===== src/rtl/cell_meas_defines.svh =====
// Operation
// - One converter time-shared over all analog sources
// - Cell slots select adjacent sense-input pairs
// - Corrected cell result is 16-bit millivolts
// - Raw 24-bit code kept in 32-bit word
// - Cell conversions clip at five-times-reference full scale
// - Loop: 14 cells, pin, internal, regulator, ground, auxiliary slots
// - Shared slots complete full set every three loops
// - Slots per loop: 18 plus up to three
// - Slot lasts 3 ms or 1.5 ms
// - Programmable idle slots padded after measurements
// - Cell mask suppresses protection on unused inputs
// - Both results produced for every sense input
// - Interconnect voltage reported with synchronous current
// - Current sample stored paired with each cell
`ifndef CELL_MEAS_DEFINES_SVH
`define CELL_MEAS_DEFINES_SVH

`define CLK_FREQ_MHZ       25
`define SLOT_LONG_US       3000
`define SLOT_SHORT_US      1500
`define SLOT_LONG_CYCLES   (`SLOT_LONG_US * `CLK_FREQ_MHZ)
`define SLOT_SHORT_CYCLES  (`SLOT_SHORT_US * `CLK_FREQ_MHZ)

`define NUM_CELLS          14
`define NUM_AUX            9
`define NUM_CHANNELS       29
`define BASE_SLOTS         18
`define MAX_AUX_SLOTS      3
`define ROTATE_LOOPS       3
`define CH_PIN_BASE        14
`define CH_INT_BASE        17
`define CH_AUX_BASE        20
`define CH_REGULATOR       18
`define CH_GROUND          19
`define SLOT_PIN           14
`define SLOT_INT           15
`define SLOT_CHECK_A       16
`define SLOT_CHECK_B       17

`define ADDR_CTRL          12'h000
`define ADDR_CELL_MASK     12'h004
`define ADDR_AUX_EN        12'h008
`define ADDR_TRIM          12'h00C
`define ADDR_STATUS        12'h010
`define ADDR_MV_BASE       12'h100
`define ADDR_RAW_BASE      12'h200
`define ADDR_PAIR_BASE     12'h300

`define CTRL_RUN_BIT       0
`define CTRL_FAST_BIT      1
`define CTRL_IDLE_LSB      4
`define CTRL_IDLE_MSB      11
`define TRIM_GAIN_LSB      0
`define TRIM_GAIN_MSB      15
`define TRIM_OFFS_LSB      16
`define TRIM_OFFS_MSB      31

`define CTRL_RESET         32'h0000_0000
`define CELL_MASK_RESET    14'h3FFF
`define AUX_EN_RESET       9'h000
`define TRIM_RESET         32'h0000_8000
`define GAIN_SHIFT         15
`define FULL_SCALE_MV      6250
`define FULL_SCALE_CODE    24'h7FFFFF

`endif


===== src/rtl/cell_meas_pkg.sv =====
package cell_meas_pkg;
    typedef enum logic [1:0] {
        ST_STOP    = 2'b00,
        ST_MEASURE = 2'b01,
        ST_PAD     = 2'b10
    } seq_state_e;

    typedef logic [4:0]  channel_t;
    typedef logic [23:0] raw_code_t;
    typedef logic [15:0] millivolt_t;
endpackage


===== src/rtl/result_corrector.sv =====
`timescale 1ns/1ns
`default_nettype none
`include "cell_meas_defines.svh"

module result_corrector (
    // Converter code and trim
    input  wire logic [23:0] raw_in,
    input  wire logic [15:0] gain_in,
    input  wire logic [15:0] offset_in,
    input  wire logic        clip_en_in,
    // Results
    output logic      [15:0] millivolt_out,
    output logic      [31:0] raw_word_out
);
    import cell_meas_pkg::*;

    logic signed [23:0] clipped;
    logic signed [39:0] scaled;
    logic signed [56:0] trimmed;
    logic signed [56:0] biased;

    always_comb begin
        clipped = $signed(raw_in);
        if (clip_en_in && $signed(raw_in) > $signed(`FULL_SCALE_CODE)) begin
            clipped = $signed(`FULL_SCALE_CODE);
        end
    end

    // Code to millivolts, then gain and offset trim
    always_comb begin
        scaled  = 40'(40'(clipped) * 40'sd`FULL_SCALE_MV) >>> 23;
        trimmed = 57'(57'(scaled) * $signed({1'b0, gain_in})) >>> `GAIN_SHIFT;
        biased  = trimmed + 57'($signed(offset_in));
        if (biased > 57'sd32767) begin
            millivolt_out = 16'h7FFF;
        end else if (biased < -57'sd32768) begin
            millivolt_out = 16'h8000;
        end else begin
            millivolt_out = biased[15:0];
        end
    end

    assign raw_word_out = {{8{raw_in[23]}}, raw_in};
endmodule
`default_nettype wire


===== src/rtl/cell_meas_sequencer.sv =====
`timescale 1ns/1ns
`default_nettype none
`include "cell_meas_defines.svh"

module cell_meas_sequencer #(
    parameter int SLOT_LONG_CYCLES  = `SLOT_LONG_CYCLES,
    parameter int SLOT_SHORT_CYCLES = `SLOT_SHORT_CYCLES
) (
    // Clock and reset
    input  wire logic                     clock_in,
    input  wire logic                     sys_rst_in,
    // APB slave
    input  wire logic                     psel_in,
    input  wire logic                     penable_in,
    input  wire logic                     pwrite_in,
    input  wire logic [11:0]              paddr_in,
    input  wire logic [31:0]              pwdata_in,
    output logic      [31:0]              prdata_out,
    output logic                          pready_out,
    output logic                          pslverr_out,
    // Converter and input switch
    output logic                          adc_start_out,
    output cell_meas_pkg::channel_t       adc_channel_out,
    output logic                          adc_fast_out,
    input  wire cell_meas_pkg::raw_code_t adc_data_in,
    input  wire logic                     adc_valid_in,
    input  wire logic [15:0]              current_sample_in,
    // Protection side
    output logic      [13:0]              cell_protect_en_out,
    output logic                          loop_done_out
);
    import cell_meas_pkg::*;

    seq_state_e  state;
    logic [31:0] ctrl;
    logic [13:0] cell_mask;
    logic [8:0]  aux_en;
    logic [31:0] trim;
    logic [16:0] slot_timer;
    logic [4:0]  slot;
    logic [7:0]  pad_left;
    logic [1:0]  phase;
    logic [15:0] loop_count;
    logic [23:0] held_raw;
    logic [15:0] held_current;
    logic        held_ok;
    channel_t    cur_channel;

    logic [15:0] mv_mem   [`NUM_CHANNELS];
    logic [31:0] raw_mem  [`NUM_CHANNELS];
    logic [15:0] curr_mem [`NUM_CELLS];

    logic [15:0] corr_mv;
    logic [31:0] corr_raw;
    logic [16:0] next_slot_len;
    logic [4:0]  loop_slots;
    logic        slot_end;
    logic        setup;
    logic        launch;

    function automatic logic [3:0] count_ones(input logic [8:0] bits);
        logic [3:0] n;
        n = 4'h0;
        for (int i = 0; i < `NUM_AUX; i++) begin
            n = n + 4'(bits[i]);
        end
        return n;
    endfunction

    // Index of the nth enabled auxiliary input
    function automatic logic [3:0] nth_enabled(input logic [8:0] bits, input logic [3:0] nth);
        logic [3:0] seen;
        logic [3:0] pick;
        seen = 4'h0;
        pick = 4'h0;
        for (int i = 0; i < `NUM_AUX; i++) begin
            if (bits[i]) begin
                if (seen == nth) begin
                    pick = 4'(i);
                end
                seen = seen + 4'h1;
            end
        end
        return pick;
    endfunction

    function automatic channel_t slot_channel(input logic [4:0] s, input logic [1:0] ph,
                                              input logic [8:0] bits);
        logic [3:0] cnt;
        logic [3:0] pos;
        channel_t   ch;
        cnt = count_ones(bits);
        ch  = 5'(s);
        if (s == 5'(`SLOT_PIN)) begin
            ch = 5'(`CH_PIN_BASE) + 5'(ph);
        end else if (s == 5'(`SLOT_INT)) begin
            ch = 5'(`CH_INT_BASE) + 5'(ph);
        end else if (s == 5'(`SLOT_CHECK_A)) begin
            ch = 5'(`CH_REGULATOR);
        end else if (s == 5'(`SLOT_CHECK_B)) begin
            ch = 5'(`CH_GROUND);
        end else if (s >= 5'(`BASE_SLOTS)) begin
            // Phase-major walk so three loops cover up to nine inputs
            pos = 4'((4'(ph) * 4'd3 + 4'(s - 5'(`BASE_SLOTS))) % ((cnt == 4'h0) ? 4'h1 : cnt));
            ch  = 5'(`CH_AUX_BASE) + 5'(nth_enabled(bits, pos));
        end
        return ch;
    endfunction

    function automatic logic is_readable(input logic [11:0] a);
        logic [9:0] idx;
        idx = a[11:2] & 10'h03F;
        is_readable = (a == `ADDR_CTRL) || (a == `ADDR_CELL_MASK) || (a == `ADDR_AUX_EN) ||
                      (a == `ADDR_TRIM) || (a == `ADDR_STATUS) ||
                      ((a[11:8] == 4'h1 || a[11:8] == 4'h2) && idx < 10'(`NUM_CHANNELS)) ||
                      (a[11:8] == 4'h3 && idx < 10'(`NUM_CELLS));
    endfunction

    always_comb begin
        logic [3:0] na;
        na         = count_ones(aux_en);
        loop_slots = 5'(`BASE_SLOTS) + ((na > 4'(`MAX_AUX_SLOTS)) ? 5'(`MAX_AUX_SLOTS) : 5'(na));
    end

    assign next_slot_len = ctrl[`CTRL_FAST_BIT] ? 17'(SLOT_SHORT_CYCLES - 1)
                                                : 17'(SLOT_LONG_CYCLES - 1);
    assign slot_end      = (state != ST_STOP) && (slot_timer == 17'h0);
    assign setup         = psel_in && !penable_in;
    assign launch        = ctrl[`CTRL_RUN_BIT] &&
                           ((state == ST_STOP) ||
                            (state == ST_MEASURE && slot_end && slot + 5'h1 < loop_slots));

    result_corrector u_corr (
        .raw_in        (held_raw),
        .gain_in       (trim[`TRIM_GAIN_MSB:`TRIM_GAIN_LSB]),
        .offset_in     (trim[`TRIM_OFFS_MSB:`TRIM_OFFS_LSB]),
        .clip_en_in    (cur_channel < 5'(`NUM_CELLS)),
        .millivolt_out (corr_mv),
        .raw_word_out  (corr_raw)
    );

    // Sequencer state, slot timing and rotation
    always_ff @(posedge clock_in or posedge sys_rst_in) begin
        if (sys_rst_in) begin
            state       <= ST_STOP;
            slot_timer  <= 17'h0;
            slot        <= 5'h0;
            pad_left    <= 8'h0;
            phase       <= 2'h0;
            loop_count  <= 16'h0;
            cur_channel <= 5'h0;
        end else if (!ctrl[`CTRL_RUN_BIT]) begin
            state      <= ST_STOP;
            slot_timer <= 17'h0;
            slot       <= 5'h0;
            phase      <= 2'h0;
        end else begin
            unique case (state)
                ST_STOP: begin
                    state       <= ST_MEASURE;
                    slot        <= 5'h0;
                    slot_timer  <= next_slot_len;
                    cur_channel <= slot_channel(5'h0, phase, aux_en);
                end
                ST_MEASURE: begin
                    if (slot_timer != 17'h0) begin
                        slot_timer <= slot_timer - 17'h1;
                    end else if (slot + 5'h1 < loop_slots) begin
                        slot        <= slot + 5'h1;
                        slot_timer  <= next_slot_len;
                        cur_channel <= slot_channel(slot + 5'h1, phase, aux_en);
                    end else if (ctrl[`CTRL_IDLE_MSB:`CTRL_IDLE_LSB] != 8'h0) begin
                        state      <= ST_PAD;
                        pad_left   <= ctrl[`CTRL_IDLE_MSB:`CTRL_IDLE_LSB] - 8'h1;
                        slot_timer <= next_slot_len;
                    end else begin
                        state <= ST_STOP;
                        phase <= (phase == 2'(`ROTATE_LOOPS - 1)) ? 2'h0 : phase + 2'h1;
                        loop_count <= loop_count + 16'h1;
                    end
                end
                ST_PAD: begin
                    if (slot_timer != 17'h0) begin
                        slot_timer <= slot_timer - 17'h1;
                    end else if (pad_left != 8'h0) begin
                        pad_left   <= pad_left - 8'h1;
                        slot_timer <= next_slot_len;
                    end else begin
                        state <= ST_STOP;
                        phase <= (phase == 2'(`ROTATE_LOOPS - 1)) ? 2'h0 : phase + 2'h1;
                        loop_count <= loop_count + 16'h1;
                    end
                end
                default: begin
                    state <= ST_STOP;
                end
            endcase
        end
    end

    // Converter request for each measurement slot
    always_ff @(posedge clock_in or posedge sys_rst_in) begin
        if (sys_rst_in) begin
            adc_start_out   <= 1'b0;
            adc_channel_out <= 5'h0;
            adc_fast_out    <= 1'b0;
            loop_done_out   <= 1'b0;
        end else begin
            adc_start_out   <= launch;
            // Channel held for the whole slot
            if (launch) begin
                adc_channel_out <= (state == ST_STOP) ? slot_channel(5'h0, phase, aux_en)
                                                      : slot_channel(slot + 5'h1, phase, aux_en);
            end
            adc_fast_out    <= ctrl[`CTRL_FAST_BIT];
            loop_done_out   <= ctrl[`CTRL_RUN_BIT] && slot_end &&
                               ((state == ST_PAD && pad_left == 8'h0) ||
                                (state == ST_MEASURE && slot + 5'h1 >= loop_slots &&
                                 ctrl[`CTRL_IDLE_MSB:`CTRL_IDLE_LSB] == 8'h0));
        end
    end

    // Converter code and current captured together
    always_ff @(posedge clock_in or posedge sys_rst_in) begin
        if (sys_rst_in) begin
            held_raw     <= 24'h0;
            held_current <= 16'h0;
            held_ok      <= 1'b0;
        end else if (adc_start_out) begin
            held_ok <= 1'b0;
        end else if (adc_valid_in && state == ST_MEASURE) begin
            held_raw     <= adc_data_in;
            held_current <= current_sample_in;
            held_ok      <= 1'b1;
        end
    end

    // Results commit only at slot end
    always_ff @(posedge clock_in) begin
        if (state == ST_MEASURE && slot_end && held_ok) begin
            mv_mem[cur_channel]  <= corr_mv;
            raw_mem[cur_channel] <= corr_raw;
            if (cur_channel < 5'(`NUM_CELLS)) begin
                curr_mem[4'(cur_channel)] <= held_current;
            end
        end
    end

    // Software registers
    always_ff @(posedge clock_in or posedge sys_rst_in) begin
        if (sys_rst_in) begin
            ctrl      <= `CTRL_RESET;
            cell_mask <= `CELL_MASK_RESET;
            aux_en    <= `AUX_EN_RESET;
            trim      <= `TRIM_RESET;
        end else if (psel_in && penable_in && pready_out && pwrite_in) begin
            unique case (paddr_in)
                `ADDR_CTRL:      ctrl      <= pwdata_in & 32'h0000_0FF3;
                `ADDR_CELL_MASK: cell_mask <= pwdata_in[13:0];
                `ADDR_AUX_EN:    aux_en    <= pwdata_in[8:0];
                `ADDR_TRIM:      trim      <= pwdata_in;
                default: begin
                end
            endcase
        end
    end

    always_ff @(posedge clock_in or posedge sys_rst_in) begin
        if (sys_rst_in) begin
            cell_protect_en_out <= `CELL_MASK_RESET;
        end else begin
            cell_protect_en_out <= cell_mask;
        end
    end

    // APB answer: one wait-free access cycle
    always_ff @(posedge clock_in or posedge sys_rst_in) begin
        if (sys_rst_in) begin
            pready_out  <= 1'b0;
            pslverr_out <= 1'b0;
            prdata_out  <= 32'h0;
        end else begin
            pready_out  <= setup;
            pslverr_out <= setup && (!is_readable(paddr_in) ||
                                     (pwrite_in && paddr_in[11:8] != 4'h0) ||
                                     (pwrite_in && paddr_in == `ADDR_STATUS));
            prdata_out  <= 32'h0;
            if (setup && !pwrite_in && is_readable(paddr_in)) begin
                unique case (paddr_in[11:8])
                    4'h1: prdata_out <= {16'h0, mv_mem[5'(paddr_in[7:2])]};
                    4'h2: prdata_out <= raw_mem[5'(paddr_in[7:2])];
                    4'h3: prdata_out <= {curr_mem[4'(paddr_in[5:2])],
                                         mv_mem[5'(paddr_in[5:2])]};
                    default: begin
                        unique case (paddr_in)
                            `ADDR_CTRL:      prdata_out <= ctrl;
                            `ADDR_CELL_MASK: prdata_out <= {18'h0, cell_mask};
                            `ADDR_AUX_EN:    prdata_out <= {23'h0, aux_en};
                            `ADDR_TRIM:      prdata_out <= trim;
                            default:         prdata_out <= {loop_count, 1'b0, state,
                                                            phase, held_ok, 5'h0, slot};
                        endcase
                    end
                endcase
            end
        end
    end
endmodule
`default_nettype wire


===== config.mk =====
export PLATFORM = sky130hd
export DESIGN_NAME = cell_meas_sequencer
export DESIGN_NICKNAME = d
export VERILOG_FILES = /design/src/rtl/cell_meas_pkg.sv /design/src/rtl/result_corrector.sv /design/src/rtl/cell_meas_sequencer.sv
export VERILOG_INCLUDE_DIRS = /design/src /design/src/rtl
export SDC_FILE = /design/constraint.sdc
export NUM_CORES = 2
export LEC_CHECK = 0
export ABC_AREA = 1
export BUFFER_PORTS_ARGS = -buffer_cell sky130_fd_sc_hd__buf_2
export CORE_MARGIN = 2
export CORE_UTILIZATION = 40
export CTS_CLUSTER_DIAMETER = 150
export DETAILED_ROUTE_END_ITERATION = 16
export GPL_TIMING_DRIVEN = 0
export SLEW_MARGIN = 20
export SYNTH_ARGS = -nofsm -noshare
export SYNTH_HDL_FRONTEND = slang
export SYNTH_SLANG_ARGS = --single-unit

===== constraint.sdc =====
create_clock -name clock_in -period 15.6 [get_ports clock_in]
set_clock_uncertainty 0.05 [all_clocks]
set_input_delay 0.78 -clock clock_in [delete_from_list [all_inputs] [get_ports clock_in]]
set_output_delay 0.78 -clock clock_in [all_outputs]
set_load 0.1 [all_outputs]

* After elaboration in Yosys (flattened, before gate mapping)
Memories as Yosys holds them, arrays and structs flattened.
Index checks and enable logic that the tools add are counted.
** Word-level totals
- Register bits :: 217
- RAM bits :: 1616
- Bits of input ports :: 90
- Output and inout bits :: 56
- Word-level logic and storage cells :: 481
- Memories :: 3
** Memories
- raw_mem :: words 29, bits a word 32, rd ports 1, clocked after memory_dff 0, wr ports 1, line cell_meas_sequencer.sv:50 : logic [31:0] raw_mem [`NUM_CHANNELS];
- mv_mem :: words 29, bits a word 16, rd ports 2, clocked after memory_dff 0, wr ports 1, line cell_meas_sequencer.sv:49 : logic [15:0] mv_mem [`NUM_CHANNELS];
- curr_mem :: words 14, bits a word 16, rd ports 1, clocked after memory_dff 0, wr ports 1, line cell_meas_sequencer.sv:51 : logic [15:0] curr_mem [`NUM_CELLS];
** Cells by class
- Add/subtract/negate cells :: 36
- Multipliers :: 3
- Divide/modulo/power cells :: 1
- Order comparisons :: 10
- Equality and inequality tests :: 49
- Muxes and demuxes :: 293
- Bitwise operators :: 1
- Reductions and logical operators :: 63
** Operator list (count)
- 4-bit two-way mux :: 226
- 32-bit one-hot mux with 4 select lines :: 1
- 17-bit two-way mux :: 7
- 16-bit two-way mux :: 7
- 32-bit one-hot mux with 3 select lines :: 1
- 5-bit two-way mux :: 16
- 4-bit equality test :: 16
- 57-bit by 16-bit greater-than comparator with 1-bit output (second input constant) :: 1
- 57-bit by 16-bit less-than comparator with 1-bit output (second input constant) :: 1
- 4-bit by 1-bit adder with 4-bit output (second input constant) :: 14
- 17-bit one-hot mux with 3 select lines :: 1
- 8-bit two-way mux :: 5
- 24-bit by 13-bit multiplier with 37-bit output (second input constant) :: 1
- 15-bit by 17-bit multiplier with 32-bit output :: 1
- 32-bit two-way mux :: 1
- 16-bit one-hot mux with 2 select lines :: 1
- 2-bit two-way mux :: 13
- 12-bit by 4-bit equality test with 1-bit output (second input constant) :: 2
- 24-bit greater-than comparator (second input constant) :: 1
- 24-bit two-way mux :: 1
- 1-bit logical AND :: 23
- 4-bit by 1-bit adder with 4-bit output :: 5
- 5-bit one-hot mux with 2 select lines :: 2
- 17-bit by 16-bit adder with 18-bit output :: 1
- 59 further kinds :: 108

* Longest topological paths before layout
- Depth in word-level cells :: 114
- Gate-level depth with buffers :: 65
- Mapped depth without buffers :: 63

* Cells and area by module
Synthesis repeated with hierarchy kept, for this count alone.
** Second synthesis, totals
- Cells, all modules :: 7122
- Area, all modules :: 86964.7 um^2
** Modules (own cells, without submodules)
- cell_meas_sequencer :: times used 1, cells an instance 5210, area an instance 72285.6 um^2, seq. area each 53993.0 um^2
- result_corrector :: times used 1, cells an instance 1912, area an instance 14679.1 um^2, seq. area each 0.0 um^2

* Least setup slack after synthesis
No wires, ideal clock.
- Path type :: reg-to-reg
- Start :: register held_raw[3]
- End :: memory mv_mem[0][10], data pin
- Library setup time :: 0.431 ns
- Arrival :: 12.711 ns
- Required time :: 15.119 ns
- Setup slack :: 2.408 ns
- Stages on the path, launching flop included :: 60
- Path buffers :: 3
- Clock period less this slack :: 13.192 ns
- Path through :: dfrtp_1 clkbuf_1 ha_1 ha_1 xor2_1 ha_1 a21o_1 fa_1 inv_1 fa_1 inv_1 ha_1 a21oi_1 o21ai_0 o21bai_1 a21oi_1 nor2_1 o211ai_1 [... 24 more ...] xnor2_1 inv_1 ha_1 nand2_1 nor3_1 nand2_1 o211ai_2 a31oi_2 o21ai_2 a21boi_1 o21ai_1 nand2_1 nand2_1 nand2_1 o21ai_1 inv_1 buf_2 o21ai_0
** On the way
- Longest elaborated chain between the ends :: 9
- Elaborated cells between the ends (all ways) :: 10
- Those cells by class :: add/sub: 1; mul: 2; order compare: 3; mux: 3; reduce/logical: 1
** RTL lines
- from (decl) :: line cell_meas_sequencer.sv:44 : logic [23:0] held_raw;
- from (signal assigned) :: line cell_meas_sequencer.sv:232 : held_raw <= adc_data_in;
- 24-bit greater-than comparator :: line result_corrector.sv:24 : if (clip_en_in && $signed(raw_in) > $signed(`FULL_SCALE_CODE)) begin
- 1-bit logical AND :: line result_corrector.sv:24
- 24-bit two-way mux (*) :: line result_corrector.sv:24
- 24-bit by 13-bit multiplier with 37-bit output (no source line) (*)
- 15-bit by 17-bit multiplier with 32-bit output (*) :: line result_corrector.sv:32 : trimmed = 57'(57'(scaled) * $signed({1'b0, gain_in})) >>> `GAIN_SHIFT;
- 17-bit by 16-bit adder with 18-bit output (*) :: line result_corrector.sv:33 : biased = trimmed + 57'($signed(offset_in));
- 57-bit by 16-bit less-than comparator with 1-bit output :: line result_corrector.sv:36 : end else if (biased < -57'sd32768) begin
- 16-bit two-way mux :: line result_corrector.sv:36
- 16-bit two-way mux (*) :: line result_corrector.sv:34 : if (biased > 57'sd32767) begin
- net corr_mv[10] :: line cell_meas_sequencer.sv:53 : logic [15:0] corr_mv;
- to (decl) :: line cell_meas_sequencer.sv:49
Mark *: on every way through the listed nets, which the timed path passes. The rest lies on a longest branch.

* Final worst setup path
- Start :: register held_raw[7]
- End :: memory mv_mem[28][5], data pin
The elaborated chain is that of the path after synthesis.

==> metrics.log <==
[metrics] fin. max-slew vios: 0
[metrics] antenna violations before repair: 21
[metrics] overall die width: 448 um
[metrics] all-layer global routing usage: 28.7%
[metrics] Final period util: 95.0%
[metrics] fraction of the mapped netlist area in adder cells: 11.3%
[metrics] max-capacitance violation count: 0
[metrics] CTS Buffer Depth: 3
[metrics] hold-critical path depth: 2
[metrics] top cell type by total area after synthesis: sky130_fd_sc_hd__edfxtp_1
[metrics] Max-Slew Margin vs Limit: 10.7%
[metrics] total number of nets in the final design: 7,866
[metrics] Max VDD drop: 0.181 mV
[metrics] clock latency of the later-clocked register in the worst-skew pair: 860 ps
[metrics] RD Place Congestion: 0.998
[metrics] number of storage elements in the synthesis netlist: 1,601
[metrics] Critical Path AT: 15,410 ps
[metrics] layout cell share with drive strength beyond 1: 11.2%
[metrics] core region area: 197,000 um2
[metrics] hold slack final: 106 ps
[metrics] post-synthesis instance area: 79,000 um2
[metrics] count of port buffers added during placement: 145
[metrics] number of setup violations in the final report: 0
[metrics] reg2reg end: mv_mem[28][5]$_DFFE_PP_
[metrics] most numerous cell on the critical path: sky130_fd_sc_hd__inv_1
[metrics] worst hold-check path type: input port to register
[metrics] crit path max fanout: 25
[metrics] global-route wire length before repair: 410,000 um
[metrics] post-CTS setup-driven buffer insertion count: 0
[metrics] slowest cell delay on critical path: 600 ps
[metrics] total placed instance area: 86,000 um2
[metrics] proportion of synthesized chip area in sequential cells: 59.5%
[metrics] Min-Delay Endpoint: held_current[0]$_DFFE_PP0P_
[metrics] kind of end point of the critical path: register
[metrics] highest clock rate: 0.0675 GHz
[metrics] portion of netlist area occupied by mux cells: 0.782%
[metrics] simple logic cell fraction of the synthesized area: 13.8%
[metrics] worst path bufs/invs: 18
[metrics] area of the die: 201,000 um2
[metrics] FFs w/ async S/R, synth: 13.6%
[metrics] family of cells with the greatest summed delay on the critical path: adder cells
[metrics] number of buffers added by the clock tree synthesis step: 164
[metrics] Synth warnings: 0
[metrics] largest cells by area after synthesis: sky130_fd_sc_hd__edfxtp_1, sky130_fd_sc_hd__nand3_1, sky130_fd_sc_hd__fa_1
[metrics] Compound-Gate Fraction of Synth Area: 8.26%
[metrics] total clock sinks: 1,601
[metrics] RSZ-0062 raised after global routing: false
[metrics] initial detailed-routing violation count: 8,396
[metrics] post-DP HPWL: 218,000 um
[metrics] clock slew at the register clock pins of the worst setup and hold paths: 60 ps
[metrics] total via count after detailed routing: 59.0k
[metrics] startpoint-to-endpoint class of the critical path: register to register
[metrics] number of remaining DRC errors: 0
[metrics] Synth Area in XOR/XNOR: 1.15%
[metrics] Distinct cells, synth: 70
[metrics] R2R cell count: 63
[metrics] chip height: 448 um
[metrics] global route total overflow: 0
[metrics] Setup WS post-layout: 778 ps
[metrics] cell count after placement: 9,684
[metrics] CTS H-tree lvls: 4
[metrics] count of flip-flops with a built-in enable after synthesis: 1,384
[metrics] detailed-route wire length per cell: 29.2 um
[metrics] main combinational cell family by area after synthesis: simple AND/OR/NAND/NOR gates
[metrics] num ports: 146
[metrics] total power after layout: 11.2 mW
[metrics] accumulated negative setup slack: 0 ps
[metrics] Final Instance Area: 91,600 um2
[metrics] startpoint of the lowest-slack register-to-register path: held_raw[7]$_DFFE_PP0P_
[metrics] Initial Utilization: 40.2%
[metrics] antenna violation net count after detailed routing: 0
[metrics] worst hold path startpoint: current_sample_in[0]
[metrics] cell with the largest stage delay on the worst path: sky130_fd_sc_hd__fa_1
[metrics] vias in the first global route: 56.7k
[metrics] most used standard cell by instance count after synthesis: sky130_fd_sc_hd__edfxtp_1
[metrics] Row Count: 163
[metrics] First-pass DRT Iterations: 6
[metrics] final cell count without fillers: 9,995
[metrics] CTS root buffer: sky130_fd_sc_hd__clkbuf_16
[metrics] mean instance size in the synthesized netlist: 11.7 um2
[metrics] cell types with the highest counts after synthesis: sky130_fd_sc_hd__edfxtp_1, sky130_fd_sc_hd__nand3_1, sky130_fd_sc_hd__nand2_1
[metrics] total power per unit cell area: 122 nW/um2
[metrics] count of mapped cells out of synthesis: 6,759
[metrics] aggregate routed wire length: 292,000 um
[metrics] flop-to-flop setup slack: 780 ps
[metrics] static leakage power: 33.9 nW
[metrics] signed area change from the synthesized netlist to the final layout: 15.9%
[metrics] maximum number of pins on one net before global-route repair: 109
[metrics] CP required: 16,190 ps
[metrics] share of the synthesized area in the top cell type: 52.6%
[metrics] Top FF cell, synth: sky130_fd_sc_hd__edfxtp_1
[metrics] post-layout min period: 14,820 ps
[metrics] worst setup slack before clock tree synthesis: 209 ps
[metrics] hold violation count in the final report: 0
[metrics] Least-Margin Pin Slew: 1340 ps
[metrics] status: complete, no violations
[metrics] core utilization of the finished layout: 46.5%
[metrics] clock tree from TritonCTS: built
[metrics] instance count on the critical path: 63
[metrics] sort of element at the start of the critical path: register
[metrics] via density per instance: 5.91
worst max path at each step:
| stage | from | to | slack (ps) |
|---|---|---|---|
| after floorplan | held_raw[3]$_DFFE_PP0P_ | mv_mem[0][10]$_DFFE_PP_ | 2410 |
| after global placement | held_raw[4]$_DFFE_PP0P_ | mv_mem[2][5]$_DFFE_PP_ | -4030 |
| after detailed placement | held_raw[20]$_DFFE_PP0P_ | mv_mem[4][0]$_DFFE_PP_ | 210 |
| after CTS | held_raw[20]$_DFFE_PP0P_ | mv_mem[6][0]$_DFFE_PP_ | 150 |
| after global routing | held_raw[7]$_DFFE_PP0P_ | mv_mem[28][5]$_DFFE_PP_ | 50 |
| final | held_raw[7]$_DFFE_PP0P_ | mv_mem[28][5]$_DFFE_PP_ | 780 |
placed cells by master, fill, tap and decap left out, types with 167 or more instances in the layout:
master                      synthesis  layout
sky130_fd_sc_hd__nand2_1          759     757
sky130_fd_sc_hd__inv_1            675     674
sky130_fd_sc_hd__nand3_1         1129    1129
sky130_fd_sc_hd__a22oi_1          310     310
sky130_fd_sc_hd__clkbuf_1         272     302
sky130_fd_sc_hd__nor2_1           324     285
sky130_fd_sc_hd__ha_1             310     310
sky130_fd_sc_hd__edfxtp_1        1384    1384
sky130_fd_sc_hd__clkbuf_16          0     167
sky130_fd_sc_hd__fa_1             254     254
sky130_fd_sc_hd__buf_2             47     211
cells by family after synthesis:
group / Yosys count
compound gates: 970
other cells: 1
fa+ha+maj: 564
simple gates: 2396
flops: 1601
buf+inv: 1069
xor+xnor: 103
mux: 55
registers in the layout, indices dropped and copies added, names as in the netlist, 5 cells and up:
signal / count
held_raw: 24
slot: 5
trim: 32
adc_channel_out: 5
slot_timer: 17
cur_channel: 5
raw_mem: 696
curr_mem: 224
pad_left: 8
aux_en: 9
cell_protect_en_out: 14
held_current: 16
prdata_out: 32
ctrl: 10
loop_count: 16
mv_mem: 464
cell_mask: 14
per-layer routing:
metal	GRT usage, %	part of all wire (%)
met1	37.9	38
met2	43.5	44
met3	6.72	11
met4	16.4	6.3
met5	0	0.040
final cells by class:
| class | count | area, um2 |
|---|---|---|
| clock buffer | 204 | 4340 |
| timing repair buffer | 286 | 3260 |
| clock inverter | 101 | 1110 |
| buffer | 377 | 1490 |
| multi-input combinational | 4090 | 28400 |
| inverter | 692 | 2610 |
| fill | 17800 | 105000 |
| sequential | 1601 | 47100 |
| antenna | 4 | 10.0 |
| tap | 2640 | 3300 |
timing repair:
| item | CTS | global route |
|---|---|---|
| hold buffers | 1 | 0 |
| endpoints found under the setup margin | 0 | 299 |
| hold endpoints to repair | 33 | 0 |
| gates resized for setup | 0 | 11 |
power breakdown:
part	internal, mW	switching, mW	leakage (nW)	total, mW
combinational	0.609	1.48	17.6	2.09
clock	2.19	1.78	2.62	3.97
sequential	5.13	0.00218	13.7	5.13
Note: power is estimated with default switching activity, not from simulation.
